`src/verilog/dbg_host_defs.vh`:
```
`ifndef DBG_HOST_DEFS_VH
`define DBG_HOST_DEFS_VH
// ---------------------------------------------------------------
// link framing
// ---------------------------------------------------------------
`define BITS_PER_BYTE 4'h8
`define CYCLES_PER_BYTE 4'h9
`define ADDR_W 7
`define DIR_WRITE 1'b0
`define DIR_READ 1'b1
// ---------------------------------------------------------------
// device address limits
// ---------------------------------------------------------------
`define WR_ADDR_END 7'h30
`define RD_ADDR_END 7'h20
// ---------------------------------------------------------------
// timing: half period of the serial clock in system cycles, its counter width; read buffer depth
// ---------------------------------------------------------------
`define HALF_PERIOD_DEF 8
`define CNT_W 8
`define FIFO_DEPTH_LOG 1
`endif

```
`src/verilog/byte_buffer.v`:
```
`timescale 1ns/1ns
// ---------------------------------------------------------------
// two-entry buffer, registered read data
// ---------------------------------------------------------------
module byte_buffer #(
  parameter WIDTH = 8,
  parameter DEPTH_LOG = 1
) (
  input wire clk,
  input wire arst_n,
  input wire inValid,
  output wire inReady,
  input wire [WIDTH-1:0] inData,
  output reg outValid_reg,
  input wire outReady,
  output reg [WIDTH-1:0] outData_reg
);
  localparam DEPTH = 1 << DEPTH_LOG;
  reg [WIDTH-1:0] mem [0:DEPTH-1];
  reg [DEPTH_LOG:0] wrPtr_reg;
  reg [DEPTH_LOG:0] rdPtr_reg;
  wire [DEPTH_LOG:0] fill;
  wire doWrite;
  wire doRead;
  assign fill = wrPtr_reg - rdPtr_reg;
  // the output register holds one more word beyond the two entries
  assign inReady = (fill < DEPTH[DEPTH_LOG:0]);
  assign doWrite = inValid && inReady;
  assign doRead = (fill != {(DEPTH_LOG+1){1'b0}}) && (!outValid_reg || outReady);
  always @(posedge clk) begin
    if (doWrite) begin
      mem[wrPtr_reg[DEPTH_LOG-1:0]] <= inData;
    end
  end
  always @(posedge clk or negedge arst_n) begin
    if (!arst_n) begin
      wrPtr_reg <= {(DEPTH_LOG+1){1'b0}};
      rdPtr_reg <= {(DEPTH_LOG+1){1'b0}};
      outValid_reg <= 1'b0;
      outData_reg <= {WIDTH{1'b0}};
    end else begin
      if (doWrite) begin
        wrPtr_reg <= wrPtr_reg + 1'b1;
      end
      if (doRead) begin
        rdPtr_reg <= rdPtr_reg + 1'b1;
        outData_reg <= mem[rdPtr_reg[DEPTH_LOG-1:0]];
        outValid_reg <= 1'b1;
      end else if (outReady) begin
        outValid_reg <= 1'b0;
      end
    end
  end
endmodule // byte_buffer

```
`src/verilog/debug_link_master.v`:
```
// Function
// - master alone starts transfers, drives clock
// - data changes only while clock low
// - start: data falls while clock high
// - bytes sent msb first
// - nine clock cycles per byte
// - finish: stop in ninth cycle, clock high
// - separator high before next start
// - separator low through command for bus
// - address, direction, separator after start
// - single write: eight data edges then stop
// - clock at most 0.4 fsys, long low
`timescale 1ns/1ns
`include "dbg_host_defs.vh"
module debug_link_master #(
  parameter HALF_PERIOD = `HALF_PERIOD_DEF
) (
  input wire clk,
  input wire arst_n,
  input wire cmdValid,
  output reg cmdReady_reg,
  input wire [6:0] cmdAddr,
  input wire cmdRead,
  input wire [7:0] cmdCount,
  input wire cmdHoldBus,
  input wire wrValid,
  output reg wrReady_reg,
  input wire [7:0] wrData,
  output wire rdValid,
  input wire rdReady,
  output wire [7:0] rdData,
  output reg busy_reg,
  output reg sclOut_reg,
  input wire sdaIn,
  output reg sdaOut_reg,
  output reg sdaOe_reg
);
  // ---------------------------------------------------------------
  // states
  // ---------------------------------------------------------------
  localparam S_IDLE = 5'h01;
  localparam S_START = 5'h02;
  localparam S_SHIFT = 5'h04;
  localparam S_LOAD = 5'h08;
  localparam S_END = 5'h10;
  reg [4:0] state_reg;
  reg [`CNT_W-1:0] tick_reg;
  reg phase_reg;
  reg [3:0] bitCnt_reg;
  reg [7:0] shift_reg;
  reg isAddr_reg;
  reg dirRead_reg;
  reg holdBus_reg;
  reg dataDue_reg;
  reg [7:0] left_reg;
  reg sdaMeta_reg;
  reg sdaSync_reg;
  reg bufValid_reg;
  reg [7:0] bufData_reg;
  wire bufReady;
  wire tick;
  wire lastByte;
  wire readPhase;
  // ---------------------------------------------------------------
  // bit-rate divider
  // ---------------------------------------------------------------
  // half period >= 2 keeps clock <= 0.25 fsys, low phase >= 2 cycles
  assign tick = (tick_reg == HALF_PERIOD[`CNT_W-1:0] - 1'b1);
  always @(posedge clk or negedge arst_n) begin
    if (!arst_n) begin
      tick_reg <= {`CNT_W{1'b0}};
    end else if (tick || state_reg == S_IDLE) begin
      tick_reg <= {`CNT_W{1'b0}};
    end else begin
      tick_reg <= tick_reg + 1'b1;
    end
  end
  // ---------------------------------------------------------------
  // data input synchroniser
  // ---------------------------------------------------------------
  always @(posedge clk or negedge arst_n) begin
    if (!arst_n) begin
      sdaMeta_reg <= 1'b1;
      sdaSync_reg <= 1'b1;
    end else begin
      sdaMeta_reg <= sdaIn;
      sdaSync_reg <= sdaMeta_reg;
    end
  end
  assign lastByte = (left_reg == 8'h01);
  assign readPhase = dirRead_reg && !isAddr_reg && bitCnt_reg < `BITS_PER_BYTE;
  // ---------------------------------------------------------------
  // link sequencer
  // ---------------------------------------------------------------
  always @(posedge clk or negedge arst_n) begin
    if (!arst_n) begin
      state_reg <= S_IDLE;
      phase_reg <= 1'b0;
      bitCnt_reg <= 4'h0;
      shift_reg <= 8'h00;
      isAddr_reg <= 1'b0;
      dirRead_reg <= 1'b0;
      holdBus_reg <= 1'b0;
      dataDue_reg <= 1'b0;
      left_reg <= 8'h00;
      cmdReady_reg <= 1'b0;
      wrReady_reg <= 1'b0;
      busy_reg <= 1'b0;
      sclOut_reg <= 1'b1;
      sdaOut_reg <= 1'b1;
      sdaOe_reg <= 1'b1;
      bufValid_reg <= 1'b0;
      bufData_reg <= 8'h00;
    end else begin
      cmdReady_reg <= 1'b0;
      wrReady_reg <= 1'b0;
      dataDue_reg <= 1'b0;
      if (bufValid_reg && bufReady) begin
        bufValid_reg <= 1'b0;
      end
      case (state_reg)
        S_IDLE: begin
          sclOut_reg <= 1'b1;
          sdaOut_reg <= 1'b1;
          sdaOe_reg <= 1'b1;
          if (cmdValid && !cmdReady_reg && cmdCount != 8'h00) begin
            cmdReady_reg <= 1'b1;
            busy_reg <= 1'b1;
            shift_reg <= {cmdAddr, cmdRead};
            dirRead_reg <= cmdRead;
            holdBus_reg <= cmdHoldBus;
            left_reg <= cmdCount;
            isAddr_reg <= 1'b1;
            bitCnt_reg <= 4'h0;
            phase_reg <= 1'b0;
            state_reg <= S_START;
          end
        end
        S_START: begin
          if (tick) begin
            sdaOut_reg <= 1'b0;
            state_reg <= S_SHIFT;
          end
        end
        S_LOAD: begin
          // stall with clock high after the separator until the next write byte arrives
          if (wrValid) begin
            wrReady_reg <= 1'b1;
            shift_reg <= wrData;
            state_reg <= S_SHIFT;
          end
        end
        S_SHIFT: begin
          // data moves one cycle after the clock fell, so a falling data
          // edge can never meet a clock still seen high (false start)
          if (dataDue_reg) begin
            if (bitCnt_reg < `BITS_PER_BYTE) begin
              sdaOut_reg <= shift_reg[7];
            end else begin
              // separator high on the last byte, or after every byte when the bus is not held
              sdaOut_reg <= (!isAddr_reg && lastByte) || !holdBus_reg;
            end
          end
          if (tick) begin
            phase_reg <= !phase_reg;
            if (!phase_reg) begin
              sclOut_reg <= 1'b0;
              dataDue_reg <= 1'b1;
              if (bitCnt_reg < `BITS_PER_BYTE) begin
                sdaOe_reg <= !readPhase;
              end else begin
                sdaOe_reg <= 1'b1;
              end
            end else if (!bufValid_reg || bufReady || !readPhase) begin
              sclOut_reg <= 1'b1;
              if (bitCnt_reg < `BITS_PER_BYTE) begin
                shift_reg <= {shift_reg[6:0], readPhase ? sdaSync_reg : 1'b0};
                bitCnt_reg <= bitCnt_reg + 1'b1;
              end else begin
                bitCnt_reg <= 4'h0;
                if (!isAddr_reg && lastByte) begin
                  state_reg <= S_END;
                end else begin
                  if (!isAddr_reg) begin
                    left_reg <= left_reg - 1'b1;
                  end
                  isAddr_reg <= 1'b0;
                  if (!dirRead_reg) begin
                    state_reg <= S_LOAD;
                  end
                end
              end
              if (readPhase && bitCnt_reg == `BITS_PER_BYTE - 1'b1) begin
                bufValid_reg <= 1'b1;
                bufData_reg <= {shift_reg[6:0], sdaSync_reg};
              end
            end else begin
              phase_reg <= phase_reg;
            end
          end
        end
        S_END: begin
          busy_reg <= 1'b0;
          state_reg <= S_IDLE;
        end
        default: begin
          state_reg <= S_IDLE;
        end
      endcase
    end
  end
  byte_buffer #(
    .WIDTH(8),
    .DEPTH_LOG(`FIFO_DEPTH_LOG)
  ) rdBuf (
    .clk(clk),
    .arst_n(arst_n),
    .inValid(bufValid_reg),
    .inReady(bufReady),
    .inData(bufData_reg),
    .outValid_reg(rdValid),
    .outReady(rdReady),
    .outData_reg(rdData)
  );
endmodule // debug_link_master

```
`config.mk`:
```
export PLATFORM = sky130hd
export DESIGN_NAME = debug_link_master
export DESIGN_NICKNAME = d
export VERILOG_FILES = /design/src/verilog/byte_buffer.v /design/src/verilog/debug_link_master.v
export VERILOG_INCLUDE_DIRS = /design/src /design/src/verilog
export SDC_FILE = /design/constraint.sdc
export NUM_CORES = 1
export LEC_CHECK = 0
export BUFFER_PORTS_ARGS = -buffer_cell sky130_fd_sc_hd__buf_2
export CAP_MARGIN = 20
export CORE_AREA = 2 2 87 89
export DETAILED_ROUTE_END_ITERATION = 6
export DIE_AREA = 0 0 89 91
export PLACE_DENSITY = 0.85
export SYNTH_ARGS = -nofsm -noshare
export SYNTH_HDL_FRONTEND = slang
export SYNTH_SLANG_ARGS = --single-unit
```
`constraint.sdc`:
```
create_clock -name clk -period 3.2 [get_ports clk]
set_clock_uncertainty 0.1 [all_clocks]
set_input_delay 0.16 -clock clk [delete_from_list [all_inputs] [get_ports clk]]
set_output_delay 0.16 -clock clk [all_outputs]
set_load 0.02 [all_outputs]
```
==> run metrics <==
Worst slew margin 49.3%; post-cts sizing count 0; reg2reg path depth 6; CTS clk-pin slew, worst paths ~100 ps; Worst-Margin Slew about 750 ps; number of synthesized flops with an enable pin 16; critical path endpoint category register; IO Port Bufs 45; final hold violation count 0; initial antenna violation count 0; number of flip-flops in the largest register 16; row count 31; antenna cells 0; GR Overflow Total 0; routed via count 3,048; Design Power 3.67 mW; via-per-instance ratio 5.87; required time worst endpoint roughly 3400 ps; critical path arrival around 2800 ps; Critical R2R Capture shift_reg[0]; Post-Synth XOR/XNOR Area 2.97%; crit-path max cell delay 670 ps; Final TNS setup 0 ps; Worst R2R Start rdBuf.rdPtr_reg[0]; Synth Warn # 0; adder-cell share of the synthesized area 1.56%; main flop type after synthesis dfrtp_1; Synth Area in Compound Gates 12.6%; FF+latch count, synth 84; Final Cell Area 4630 um^2; Inserted Clock Buffers 9; placed cell area 4360 um^2; routability cong. ~0.94; post-synthesis simple-gate area fraction approximately 18%; Synth cell types 64; Syn Nets 393; leading area contributor after synthesis dfrtp_1; Skew-Pair Late Insertion Delay 370 ps; top-count cell post-synth dfrtp_1; hold depth 3; dominant cells by area after synthesis dfrtp_1 39%, edfxtp_1 12%, mux2_2 4.8%, dfstp_2 3.9%, nor2_1 2.9%; Total Wirelength 8520 um; starting density of the core 56.1%; nets roughly 450; Hold Path Class in2reg; Synth Instances 357; main combinational cell family by area after synthesis simple AND/OR/NAND/NOR gates; startpoint types register; global-route wire length before repair 14,000 um; GRT Resource Usage Total 22.5%; Finished Layout Cells 519; FFs w/ async S/R, synth 81.0%; total die area 8100 um^2; crit path kind reg2reg; maximum fanout along the worst path 11; DPL Wire Length about 6000 um; largest net degree at the start of global routing 31; number of top-level pins 46; Layout Utilization 64.9%; outcome complete, no violations; Inst Count DP ~500; fmax 376 MHz; Final Setup Violations 0; number of routed nets with antenna violations 0; slack of the critical path approximately 540 ps; layout cells sized above 1 24.5%; die width about 89 um; Final min period 2660 ps; vias in the first global route 3,041; RSZ-0062 raised after global routing false; H-tree Lvls 3; Max clock buf depth 2; Syn Area/Cell 11.2 um^2; Final Max Tran Viols 0; DRC errors left 0; critical path's slowest cell dfrtp_1; WL per Instance 16.4 um; R2R setup slack 540 ps; Cell Chain, Critical Path ha_1 > xnor3_1 > nand2b_1 > nor4_1 > nor4_4 > mux2_2; CTS tree yes; Clock Sinks 84; Pre-antenna DRT Iters 4; Power per Cell Area 792 nW/um^2; Synth top area share 38.7%; Cell Area, Synth 4010 um^2; Post-synth top cells 62 x dfrtp_1, 31 x nor2_1, 30 x nand2_1; WHS 18.0 ps; die height 91 um; Setup WS pre-CTS 620 ps; Root Buffer clkbuf_8; Leak ~2.0 nW; Core ar. 7140 um^2; initial DRC count between 200 and 250; Seq/Total Area, Yosys 54.7%; worst hold path startpoint cmdCount[1]; peak supply drop 464 uV; Final period util 83.0%; area growth from synthesis to layout 15.7%; Hold EP left_reg[1]; max_cap viols 0; mux contribution to synthesized area 7.90%
[per-layer routing]
metal / routed length [um] / GRT usage, %
met3: 529 / 5.73
met5: 0 / 0
met1: 3540 / 28.6
met4: 221 / 10.3
met2: 4230 / 35.7
[area by class of cell]
class                           instances  area [um^2]
Timing Repair Buffer                   58          340
Multi-Input combinational cell        253         1740
Fill cell                             586         2500
Tap cell                               99          124
Sequential cell                        84         2190
Clock inverter                          7         81.3
Inverter                                9         33.8
Clock buffer                            9          124
[cells in the final DEF, fill, tap and decap left out, types with 7 or more instances in the layout]
cell type	Yosys	routed
nor2_1	31	31
o21ai_0	13	13
clkbuf_8	0	9
dlygate4sd3_1	0	7
edfxtp_1	16	16
a22oi_1	8	8
a21oi_1	19	19
mux2_2	17	17
mux2i_1	11	11
nor3_1	8	8
nand3_1	18	18
nand2_1	30	30
dfrtp_1	62	62
buf_2	0	45
inv_1	9	9
[how the worst max path moves through the flow]
stage	end	start	depth (start not counted)
after floorplan	state_reg[2]	tick_reg[0]	6
after global placement	left_reg[2]	state_reg[4]	5
after detailed placement	left_reg[1]	state_reg[1]	5
after CTS	left_reg[1]	state_reg[1]	5
after global routing	left_reg[1]	state_reg[1]	5
final	shift_reg[0]	rdBuf.rdPtr_reg[0]	6
[worst max-delay path, delay by kind of cell, from the launching register on]
kind	cells	cell delay (ps)
xor+xnor	1	260
simple gates	3	960
mux	1	310
fa+ha+maj	1	240
flops	1	670
[power breakdown]
| part | internal (mW) | switching (mW) | leakage (nW) | total, mW |
|---|---|---|---|---|
| combinational | 0.576 | 0.730 | 0.948 | 1.31 |
| sequential | 1.34 | 0.284 | 0.948 | 1.62 |
| clock | 0.309 | 0.435 | 0.103 | 0.744 |
| total | 2.22 | 1.45 | 2.00 | 3.67 |
[logic make-up (layout without fill, tap and decap cells)]
logic type                 Yosys count  after routing
xor gates and xnor gates            12             12
DFF                                 84             84
buffers and inverters               20             83
and+or+nand+nor                    131            131
adders and majority gates            5              5
muxes                               29             29
AOI/OAI and AO/OA                   76             76
[timing repair]
| item | 4_1_cts | 5_1_grt |
|---|---|---|
| hold buffers | 7 | 0 |
| hold endpoints to repair | 34 | 0 |
| setup buffers | 0 | 0 |
Power figures use the tool's default switching activity.
